## src/rtl/iox_pkg.sv

```systemverilog
// package of constants for the sixteen-bit i2c expander
package iox_pkg;
   localparam logic [4:0] IOX_ADDR_BASE = 5'h1d;
   localparam logic [2:0] IOX_REG_PIN0 = 3'h0;
   localparam logic [2:0] IOX_REG_PIN1 = 3'h1;
   localparam logic [2:0] IOX_REG_DRV0 = 3'h2;
   localparam logic [2:0] IOX_REG_DRV1 = 3'h3;
   localparam logic [2:0] IOX_REG_INV0 = 3'h4;
   localparam logic [2:0] IOX_REG_INV1 = 3'h5;
   localparam logic [2:0] IOX_REG_DIR0 = 3'h6;
   localparam logic [2:0] IOX_REG_DIR1 = 3'h7;
   localparam logic [7:0] IOX_DRV_RESET = 8'hff;
   localparam logic [7:0] IOX_INV_RESET = 8'h00;
   localparam logic [7:0] IOX_DIR_RESET = 8'hff;
   localparam logic [7:0] IOX_PTR_RESET = 8'h00;
   localparam int IOX_SEL_LSB = 0;
   localparam int IOX_SEL_MSB = 2;
   localparam logic [3:0] IOX_BITS_LAST = 4'h7;
   localparam logic [3:0] IOX_BITS_ACK = 4'h8;
   typedef enum logic [2:0] {
      IOX_IDLE = 3'b000,
      IOX_ADDR = 3'b001,
      IOX_CMD = 3'b010,
      IOX_WDATA = 3'b011,
      IOX_RDATA = 3'b100
   } iox_state_t;
endpackage

```

## src/rtl/iox_bus_if.sv

```systemverilog
// carrier between the serial engine and the register file
`timescale 1ns/100ps
interface iox_bus_if;
   logic wr_stb;
   logic [2:0] wr_sel;
   logic [7:0] wr_data;
   logic [2:0] rd_sel;
   logic [7:0] rd_data;
   modport engine (output wr_stb, output wr_sel, output wr_data, output rd_sel, input rd_data);
   modport regs (input wr_stb, input wr_sel, input wr_data, input rd_sel, output rd_data);
endinterface

```

## src/rtl/iox_regs.sv

```systemverilog
// register file and pin drivers of the expander
`timescale 1ns/100ps
module iox_regs
   import iox_pkg::*;
(
   // clock and reset
   input wire logic clock,
   input wire logic arst_n,
   // engine side
   iox_bus_if.regs bus,
   // port pins
   input wire logic [15:0] gpio_pin_in,
   output logic [15:0] gpio_pin_out,
   output logic [15:0] gpio_pin_oe
);
   logic [7:0] drive_level_port0, drive_level_port1;
   logic [7:0] invert_select_port0, invert_select_port1;
   logic [7:0] direction_port0, direction_port1;
   logic [7:0] next_drv0, next_drv1, next_inv0, next_inv1, next_dir0, next_dir1;

   // write decode; input port codes fall through untouched
   always_comb begin
      next_drv0 = drive_level_port0;
      next_drv1 = drive_level_port1;
      next_inv0 = invert_select_port0;
      next_inv1 = invert_select_port1;
      next_dir0 = direction_port0;
      next_dir1 = direction_port1;
      if (bus.wr_stb) begin
         unique case (bus.wr_sel)
            IOX_REG_DRV0: next_drv0 = bus.wr_data;
            IOX_REG_DRV1: next_drv1 = bus.wr_data;
            IOX_REG_INV0: next_inv0 = bus.wr_data;
            IOX_REG_INV1: next_inv1 = bus.wr_data;
            IOX_REG_DIR0: next_dir0 = bus.wr_data;
            IOX_REG_DIR1: next_dir1 = bus.wr_data;
            IOX_REG_PIN0, IOX_REG_PIN1: begin
            end
         endcase
      end
   end

   // storage, loaded with defaults under reset
   always_ff @(posedge clock or negedge arst_n) begin
      if (!arst_n) begin
         drive_level_port0 <= IOX_DRV_RESET;
         drive_level_port1 <= IOX_DRV_RESET;
         invert_select_port0 <= IOX_INV_RESET;
         invert_select_port1 <= IOX_INV_RESET;
         direction_port0 <= IOX_DIR_RESET;
         direction_port1 <= IOX_DIR_RESET;
      end else begin
         drive_level_port0 <= next_drv0;
         drive_level_port1 <= next_drv1;
         invert_select_port0 <= next_inv0;
         invert_select_port1 <= next_inv1;
         direction_port0 <= next_dir0;
         direction_port1 <= next_dir1;
      end
   end

   // pin drive: a one in direction releases the driver
   assign gpio_pin_out = {drive_level_port1, drive_level_port0};
   assign gpio_pin_oe = ~{direction_port1, direction_port0};

   // read mux; pin levels read live, drive levels read from flops
   always_comb begin
      unique case (bus.rd_sel)
         IOX_REG_PIN0: bus.rd_data = gpio_pin_in[7:0] ^ invert_select_port0;
         IOX_REG_PIN1: bus.rd_data = gpio_pin_in[15:8] ^ invert_select_port1;
         IOX_REG_DRV0: bus.rd_data = drive_level_port0;
         IOX_REG_DRV1: bus.rd_data = drive_level_port1;
         IOX_REG_INV0: bus.rd_data = invert_select_port0;
         IOX_REG_INV1: bus.rd_data = invert_select_port1;
         IOX_REG_DIR0: bus.rd_data = direction_port0;
         IOX_REG_DIR1: bus.rd_data = direction_port1;
      endcase
   end
endmodule // iox_regs

```

## src/rtl/iox_top.sv

```systemverilog
// i2c slave engine and top of the sixteen-bit expander
// Operation
// - respond to address 0x74 plus strap pins
// - last address bit one reads, zero writes
// - first write byte loads the pointer
// - three bits select one of eight registers
// - reads use stored pointer, no command
// - pointer persists until next command byte or repeated start
// - pointer writable over bus, not readable
// - input registers return live pin levels
// - writes to input registers are discarded
// - drive registers set outputs, reset ones
// - drive register reads return flop contents
// - invert bits flip reported inputs, reset zero
// - direction one input, zero output, reset ones
// - multi-byte read alternates within pair
// - repeated start re-points to next register in line: pair partner after a data byte
// - data captured at acknowledge clock rise
`timescale 1ns/100ps
module iox_top
   import iox_pkg::*;
(
   // clock and reset
   input wire logic clock,
   input wire logic arst_n,
   // address straps
   input wire logic addr_strap_low,
   input wire logic addr_strap_high,
   // serial bus, sampled synchronously
   input wire logic scl_in,
   input wire logic sda_in,
   output logic sda_out,
   output logic sda_oe,
   // port pins
   input wire logic [15:0] gpio_pin_in,
   output logic [15:0] gpio_pin_out,
   output logic [15:0] gpio_pin_oe
);
   iox_bus_if bus ();

   iox_regs i_iox_regs (
      .clock(clock),
      .arst_n(arst_n),
      .bus(bus),
      .gpio_pin_in(gpio_pin_in),
      .gpio_pin_out(gpio_pin_out),
      .gpio_pin_oe(gpio_pin_oe)
   );

   iox_state_t state, next_state;
   logic scl_q, sda_q, next_scl_q, next_sda_q;
   logic [7:0] shift, next_shift;
   logic [3:0] bit_cnt, next_bit_cnt;
   logic [7:0] register_pointer, next_pointer;
   logic [2:0] cur_sel, next_cur_sel;
   logic [7:0] tx_byte, next_tx_byte;
   logic ack_drive, next_ack_drive;
   logic tx_drive, next_tx_drive;
   logic master_nack, next_master_nack;
   logic wr_stb_c;
   logic [7:0] wr_data_c;

   // bus events from one-cycle-old line samples
   logic scl_rise, scl_fall, start_cond, stop_cond;
   assign scl_rise = scl_in & ~scl_q;
   assign scl_fall = ~scl_in & scl_q;
   assign start_cond = scl_in & scl_q & sda_q & ~sda_in;
   assign stop_cond = scl_in & scl_q & ~sda_q & sda_in;

   // our address: fixed upper bits plus the straps
   function automatic logic addr_match(input logic [6:0] a, input logic s1, input logic s0);
      addr_match = (a == {IOX_ADDR_BASE, s1, s0});
   endfunction

   // pointer select is only the low three bits
   function automatic logic [2:0] sel_of(input logic [7:0] p);
      sel_of = p[IOX_SEL_MSB:IOX_SEL_LSB];
   endfunction

   assign bus.wr_stb = wr_stb_c;
   assign bus.wr_sel = cur_sel;
   assign bus.wr_data = wr_data_c;
   // a read's first byte is fetched while the select still follows the pointer
   assign bus.rd_sel = (state == IOX_ADDR) ? sel_of(register_pointer) : cur_sel;

   // engine next state
   always_comb begin
      next_state = state;
      next_scl_q = scl_in;
      next_sda_q = sda_in;
      next_shift = shift;
      next_bit_cnt = bit_cnt;
      next_pointer = register_pointer;
      next_cur_sel = cur_sel;
      next_tx_byte = tx_byte;
      next_ack_drive = ack_drive;
      next_tx_drive = tx_drive;
      next_master_nack = master_nack;
      wr_stb_c = 1'b0;
      wr_data_c = shift;
      if (stop_cond) begin
         next_state = IOX_IDLE;
         next_ack_drive = 1'b0;
         next_tx_drive = 1'b0;
      end else if (start_cond) begin
         // repeated start re-points to cur_sel, the pair partner of the last register once a data byte has passed
         if (state != IOX_IDLE) begin
            next_pointer = {register_pointer[7:3], cur_sel};
         end
         next_state = IOX_ADDR;
         // the scl fall that closes the start wraps this to zero, so it is not taken as a bit
         next_bit_cnt = 4'hf;
         next_ack_drive = 1'b0;
         next_tx_drive = 1'b0;
      end else if (state != IOX_IDLE) begin
         if (scl_rise) begin
            if (bit_cnt <= IOX_BITS_LAST) begin
               next_shift = {shift[6:0], sda_in};
            end else if (state == IOX_RDATA) begin
               next_master_nack = sda_in;
            end else if (state == IOX_CMD) begin
               next_pointer = shift;
               next_cur_sel = sel_of(shift);
            end else if (state == IOX_WDATA) begin
               wr_stb_c = 1'b1;
               // pair partner takes the next byte
               next_cur_sel = {cur_sel[2:1], ~cur_sel[0]};
            end
         end
         if (scl_fall) begin
            next_bit_cnt = (bit_cnt == IOX_BITS_ACK) ? 4'h0 : bit_cnt + 4'h1;
            next_ack_drive = 1'b0;
            next_tx_drive = 1'b0;
            unique case (state)
               IOX_ADDR: begin
                  if (bit_cnt == IOX_BITS_LAST) begin
                     if (addr_match(shift[7:1], addr_strap_high, addr_strap_low)) begin
                        next_ack_drive = 1'b1;
                     end else begin
                        next_state = IOX_IDLE;
                     end
                  end else if (bit_cnt == IOX_BITS_ACK) begin
                     if (shift[0]) begin
                        next_state = IOX_RDATA;
                        next_cur_sel = sel_of(register_pointer);
                        next_master_nack = 1'b0;
                        next_tx_byte = bus.rd_data;
                        next_tx_drive = 1'b1;
                     end else begin
                        next_state = IOX_CMD;
                     end
                  end
               end
               IOX_CMD, IOX_WDATA: begin
                  if (bit_cnt == IOX_BITS_LAST) begin
                     next_ack_drive = 1'b1;
                  end else if (bit_cnt == IOX_BITS_ACK) begin
                     next_state = IOX_WDATA;
                  end
               end
               IOX_RDATA: begin
                  if (bit_cnt == IOX_BITS_LAST) begin
                     // step to partner now so the next byte is ready
                     next_cur_sel = {cur_sel[2:1], ~cur_sel[0]};
                  end else if (bit_cnt == IOX_BITS_ACK) begin
                     // a nack releases sda but keeps the read open, so a repeated start can re-point
                     if (!master_nack) begin
                        next_tx_byte = bus.rd_data;
                        next_tx_drive = 1'b1;
                     end
                  end else if (!master_nack) begin
                     next_tx_byte = {tx_byte[6:0], 1'b0};
                     next_tx_drive = 1'b1;
                  end
               end
               default: begin
               end
            endcase
         end
      end
   end

   // engine registers
   always_ff @(posedge clock or negedge arst_n) begin
      if (!arst_n) begin
         state <= IOX_IDLE;
         scl_q <= 1'b1;
         sda_q <= 1'b1;
         shift <= 8'h00;
         bit_cnt <= 4'h0;
         register_pointer <= IOX_PTR_RESET;
         cur_sel <= 3'h0;
         tx_byte <= 8'h00;
         ack_drive <= 1'b0;
         tx_drive <= 1'b0;
         master_nack <= 1'b0;
      end else begin
         state <= next_state;
         scl_q <= next_scl_q;
         sda_q <= next_sda_q;
         shift <= next_shift;
         bit_cnt <= next_bit_cnt;
         register_pointer <= next_pointer;
         cur_sel <= next_cur_sel;
         tx_byte <= next_tx_byte;
         ack_drive <= next_ack_drive;
         tx_drive <= next_tx_drive;
         master_nack <= next_master_nack;
      end
   end

   // open drain: only ever pull low
   assign sda_out = 1'b0;
   assign sda_oe = ack_drive | (tx_drive & ~tx_byte[7]);
endmodule // iox_top

```

## config.mk

```make
export PLATFORM = sky130hd
export DESIGN_NAME = iox_top
export DESIGN_NICKNAME = d
export VERILOG_FILES = /design/src/rtl/iox_pkg.sv /design/src/rtl/iox_bus_if.sv /design/src/rtl/iox_regs.sv /design/src/rtl/iox_top.sv
export SDC_FILE = /design/constraint.sdc
export NUM_CORES = 1
export LEC_CHECK = 0
export BUFFER_PORTS_ARGS = -buffer_cell sky130_fd_sc_hd__buf_4
export CAP_MARGIN = 10
export CORE_AREA = 2 2 98 147
export DETAILED_ROUTE_END_ITERATION = 10
export DIE_AREA = 0 0 100 149
export PLACE_DENSITY = 0.56
export SLEW_MARGIN = 5
export SYNTH_ARGS = -nofsm -noshare
export SYNTH_HDL_FRONTEND = slang
export SYNTH_SLANG_ARGS = --single-unit
```

## constraint.sdc

```tcl
create_clock -name clock -period 3.1 [get_ports clock]
set_input_delay 0.155 -clock clock [delete_from_list [all_inputs] [get_ports clock]]
set_output_delay 0.155 -clock clock [all_outputs]
set_load 0.05 [all_outputs]
```

Yosys cells after proc, flatten, opt, wreduce, memory -nomap -nowiden
Cells that the tools add are included.
{ "totals": {"reg_bits": 82, "output_inout_bits": 34} }
{ "classes": {"add_sub_neg": 1, "order_cmp": 1, "n_eq_ne": 32, "mux": 77, "n_bitwise": 20, "reduce_logical": 25} }
{ "ops": {"columns": ["operator", "count"], "rows": [
  ["2-to-1 mux 3 bit", 27],
  ["one-hot mux 8 bit (8 select lines)", 1],
  ["2-to-1 mux 8 bit", 7],
  ["2-to-1 mux 1 bit", 33],
  ["equality test 3 bit (second input constant)", 9],
  ["equality test 3 x 2 -> 1 bit (second input constant)", 6],
  ["2-to-1 mux 4 bit", 4],
  ["inverter 16 bit", 1],
  ["one-hot mux 8 bit (2 select lines)", 1],
  ["bitwise XOR 8 bit", 2],
  ["AND reduction 2 bit", 7],
  ["!= test 2 bit (second input constant)", 6],
  ["one-hot mux 3 bit (2 select lines)", 2],
  ["AND reduction 10 bit", 1],
  ["nonzero test 2 bit", 5],
  ["nonzero test 3 bit", 3],
  ["AND 1 bit", 8],
  ["!= test 4 bit (second input constant)", 2],
  ["inverter 1 bit", 8],
  ["equality test 7 bit", 1],
  ["AND reduction 7 bit", 1],
  ["equality test 3 x 1 -> 1 bit (second input constant)", 2],
  ["AND reduction 3 bit", 2],
  ["AND reduction 6 bit", 1],
  ["other kinds (15)", 16]
]} }

Longest topological paths before layout
{ "logic_depth": {"ltp_word": 11, "depth_mapped": 9} }

Cells and area by module
From an unflattened synthesis, not the netlist that was laid out.
{ "hier_totals": {"hier_cells": 388, "hier_area_um2": 4635.7} }
{ "by_module_without_submodules": {"columns": ["mod", "instances", "cells_per_inst", "area_each_um2", "seq_area_each_um2"], "rows": [
  ["iox_regs", 1, 211, 2645.0, 1241.2],
  ["iox_top", 1, 177, 1990.7, 853.3]
]} }

Worst setup path after synthesis
No wires, ideal clock.
{ "synth_timing": {"path_type": "register -> register", "start": "register state[2]", "end": "register tx_byte[3]", "setup_ps": 87, "arrival_time_ps": 2103, "required_time_ps": 3013, "path_slack_ps": 910, "stages_incl_launch_ff": 7, "n_path_buf": 1, "synth_period_minus_slack_ps": 2190, "path_cell_list": "dfrtp_1 > buf_4 > nor3b_2 > mux2i_2 > mux2i_1 > o221a_2 > o211ai_1"} }
{ "synth_via": {"elab_chain_len": 8, "elab_cells_between_ends": 27} }
{ "synth_lines": {"columns": ["element", "line", "source"], "rows": [
  ["from (decl)", "iox_top.sv:50", "iox_state_t state, next_state;"],
  ["from (signal assigned)", "iox_top.sv:198", "state <= next_state;"],
  ["equality test 3 x 1 -> 1 bit", "iox_top.sv:84, iox_top.sv:134", null],
  ["2-to-1 mux 3 bit", "iox_top.sv:84", "assign bus.rd_sel = (state == IOX_ADDR) ? sel_of(register_pointer) : cur_sel;"],
  ["equality test 3 bit, or another cell as far along", "iox_regs.sv:68", "unique case (bus.rd_sel)"],
  ["one-hot mux 8 bit (8 select lines)", "iox_regs.sv:68", null],
  ["2-to-1 mux 8 bit, on equally long branches", "iox_top.sv:167, iox_top.sv:143", null],
  ["2-to-1 mux 8 bit, on equally long branches", "iox_top.sv:165, iox_top.sv:142", null],
  ["2-to-1 mux 8 bit, on equally long branches", "iox_top.sv:162, iox_top.sv:136", null],
  ["one-hot mux 8 bit (2 select lines)", "iox_top.sv:134", "unique case (state)"],
  ["to (signal assigned)", "iox_top.sv:205", "tx_byte <= next_tx_byte;"],
  ["to (decl)", "iox_top.sv:56", "logic [7:0] tx_byte, next_tx_byte;"]
]} }
Several ways; a longest one is shown, not always the timed one. The select of a mux whose other input is x is not followed.
A chain may end at the register's enable or synchronous reset.

Final worst setup path
{ "layout_timing": {"start": "register state[0]", "end": "register tx_byte[3]"} }
The elaborated chain is that of the path after synthesis.

==> metrics.yaml <==
status:
  status: "completed"
critical_path:
  arrival_ns: 2.89
  setup.worst_path.end_class: "flip-flop"
  crit_path_start_kind: "flip-flop"
  path_class: "reg2reg"
  required_ns: 3.35
  cp_max_fo: 19
detailed_routing:
  avgViaCountPerCell: 5.461
  antenna_violating_nets_post_route: 0
  drt_pass1_iterations: 4
  drt_wl_total_mm: 13.37
  vias: 3599
  wl_per_cell_um: 20.29
  drt_drc_violations_left: 0
  drt_iter0_markers: 243
sta:
  worst_slack_ns: 0.4662
  rsz_0062_raised_after_global_routing: "no"
  layout_worst_path_cycle_share_pct: 84.96
  max_clock_freq_ghz: 0.3797
  finalMaxSlewViolations: 0
  totalNegativeSetupSlack_ns: 0
  maxSlewHeadroom_pct: 39.70
  hold_ws_ns: 0.2392
  setup_viol_count_final: 0
  clock-skew-final_ns: 0.009640
  fin_crit_ns: 2.634
  number_of_failing_hold_endpoints_at_the_final_stage: 0
  tightest_slew_ns: 0.9045
synthesis:
  netlist-cell-type-count: 67
  syn_inst: 440
  ys_async_sr_fraction_pct: 100.0
  avgSynthCellArea_um2: 10.66
  yosys.area_share.simple_pct: 13.53
  synth-edff-count: 0
  synth_compound_gate_area_share_pct: 14.46
  syn-num-nets: 464
  synth_top_family_by_area: "multiplexers"
  postSynthRegisterBits: 82
  yosys-mux-area-fraction_pct: 19.40
  ys_dominant_reg_cell: "dfrtp_1"
  yosysWarningCount: 0
  synth-adder-area-share_pct: 0.5336
  synth_area_um2: 4689
  ys_seq_area_share_pct: 44.66
  post_synth_xor_area_fraction_pct: 2.054
run:
  timing.max_cap.violations: 0
global_routing:
  track_usage_pct: 18.55
  grt.overflow.total: 0
  grt_first_pass_wirelength_mm: 20.89
  first_global_vias: 3702
  number_of_antenna_violations_at_the_first_check_in_global_routing: 0
  pin_count_of_the_biggest_net_entering_global_routing: 67
die:
  initial_core_utilization_pct: 34.00
  die_x_um: 100
  floorplan.die_area_um2: 14900
  floorplan.rows: 53
  dieHeight_um: 149
  placeableCoreArea_um2: 13790
  io-pin-count: 56
power_and_ir_drop:
  cellPowerDensity_nw_per_um2: 712.1
  static-leakage-power_nw: 2.405
  power.ir.vdd_worst_mv: 0.2474
cts:
  cts.htree.levels: 3
  clock_tree.root_cell: "clkbuf_16"
  numCtsBuffers: 9
  cts_tree: "yes"
  clock_sink_count: 82
  clock_pin_slew_reported_for_the_worst_setup_and_hold_paths_after_clock_tree_synthesis_ns: 0.06
  clk-insertion-delay-late_ns: 0.34
  postCtsResizedCells: 0
  clock_path_buffers: 2
place:
  place.port_buffers: 54
  dp_hpwl_mm: 9.750
  place_congestion: 0.8677
  pre_cts_slack_ns: 0.5197
finish:
  antenna_cells_inserted: 0
  fin_nets: 513
  area_growth_pct: 18.41
  final_core_util_pct: 40.26
  final_layout_size_suffix_gt1_share_pct: 38.26
min_path:
  min_path_type: "in2reg"
-- state kept, by name, indices dropped and copies added, names as in the netlist, 3 cells and up --
signal,count
bus.wr_data,8
i_iox_regs.direction_port0,8
i_iox_regs.direction_port1,8
state,3
i_iox_regs.invert_select_port0,8
i_iox_regs.invert_select_port1,8
i_iox_regs.drive_level_port1,8
bit_cnt,4
tx_byte,8
i_iox_regs.drive_level_port0,8
register_pointer,3
bus.wr_sel,3
-- final cells by class --
cell class	instances	area, um^2
clock buffers	9	225.2
clock inverters	7	82.58
fillers	1381	8240
inverters	29	108.9
multi-input cells	303	2347
flip-flops and latches	82	2095
well taps	165	206.4
repair buffers	64	488.0
-- logic make-up (layout without fill, tap and decap cells) --
logic type,after synthesis,after routing
and+or+nand+nor,110,110
AOI/OAI and AO/OA,96,96
muxes,83,83
DFF,82,82
buffers and inverters,55,109
xor gates and xnor gates,11,11
adders and majority gates,2,2
other,1,1
-- metrics by stage --
stage	std cells	area (um^2)	total power [mW]
final	659	5553	3.954
after global routing	659	5553	4.174
after CTS	659	5553	3.975
after detailed placement	640	5215	2.847
after global placement	640	5215	2.822
after floorplan	440	4690	2.454
-- cells in the final DEF, fill, tap and decap left out, types with 6 or more instances in the layout --
cell       count
dfrtp_1       48
clkbuf_16      9
a21oi_1       16
nor3_1         6
nand2_1       31
nor2_1        17
o21ai_0       23
a211oi_1       6
inv_1         29
dfstp_2       34
buf_4         61
nor3b_1        7
mux2i_1       22
mux2_2        60
xor2_1         8
a31oi_1       10
-- synth_stat cells (all sizes together), types with 3 or more instances --
cell type  number  area share, %
or3             3           0.40
buf            14            2.0
o2111ai         3           0.56
o31a            4           0.75
o221a           4           0.96
nand3b          5           0.80
nor4            4           0.85
a22oi           3           0.48
nor3            6           0.64
or2             4           0.53
inv            29            2.3
clkbuf         12           0.96
nand3           5           0.53
xor2            8            1.5
nor3b           8            1.4
a21oi          17            2.1
a21boi          4           0.72
nand2b          4           0.53
mux2           60             14
and3            4           0.53
xnor2           3           0.56
nand4           4           0.53
nor2           18            1.5
dfstp          34             19
o21a            3           0.48
a311o           3           0.64
o21ai          23            2.5
mux2i          23            5.0
dfrtp          48             26
a31oi          10            1.3
a211oi          6           0.96
o211ai          4           0.64
nand2          31            2.5
-- worst max-delay path: stages (launching register included) --
cell and delay, ns:
dfrtp_1 0.64, or3b_1 0.66, a21boi_2 0.64, mux2i_1 0.17
o221a_2 0.27, o211ai_1 0.16
-- per-layer routing --
metal | vias to the layer above | track usage (%) | part of all wire [%]
li1 | 1692 | - | -
met1 | 1827 | 22.68 | 41
met2 | 68 | 32.91 | 54
met3 | 12 | 2.624 | 2.8
met4 | 0 | 6.849 | 1.6
met5 | - | 0 | 0
-- worst paths after layout --
| check | end | depth (start not counted) | slack [ns] | start |
|---|---|---|---|---|
| setup / recovery | tx_byte[3] | 5 | 0.47 | state[0] |
| hold / removal | tx_byte[4] | 4 | 0.24 | gpio_pin_in[12] |
| setup reg to reg | tx_byte[3] | 5 | 0.47 | state[0] |
| hold reg to reg | i_iox_regs.direction_port0[0] | 2 | 0.48 | i_iox_regs.direction_port0[0] |
| max in group asynchronous | i_iox_regs.direction_port1[6] | 3 | 1.81 | arst_n |
| min in group asynchronous | register_pointer[2] | 2 | 0.48 | arst_n |
-- where the power goes --
group	total (mW)	switching, mW	internal [mW]
clock network	1.11	0.472	0.637
registers	1.53	0.299	1.23
logic	1.32	0.798	0.521
total	3.95	1.57	2.38
-- timing repair --
action,in CTS,in global routing
hold buffers,3,0
endpoints found under the hold margin,45,0
buffers inserted,0,0
setup endpoints to repair,0,0
(Power assumes the default switching activity.)
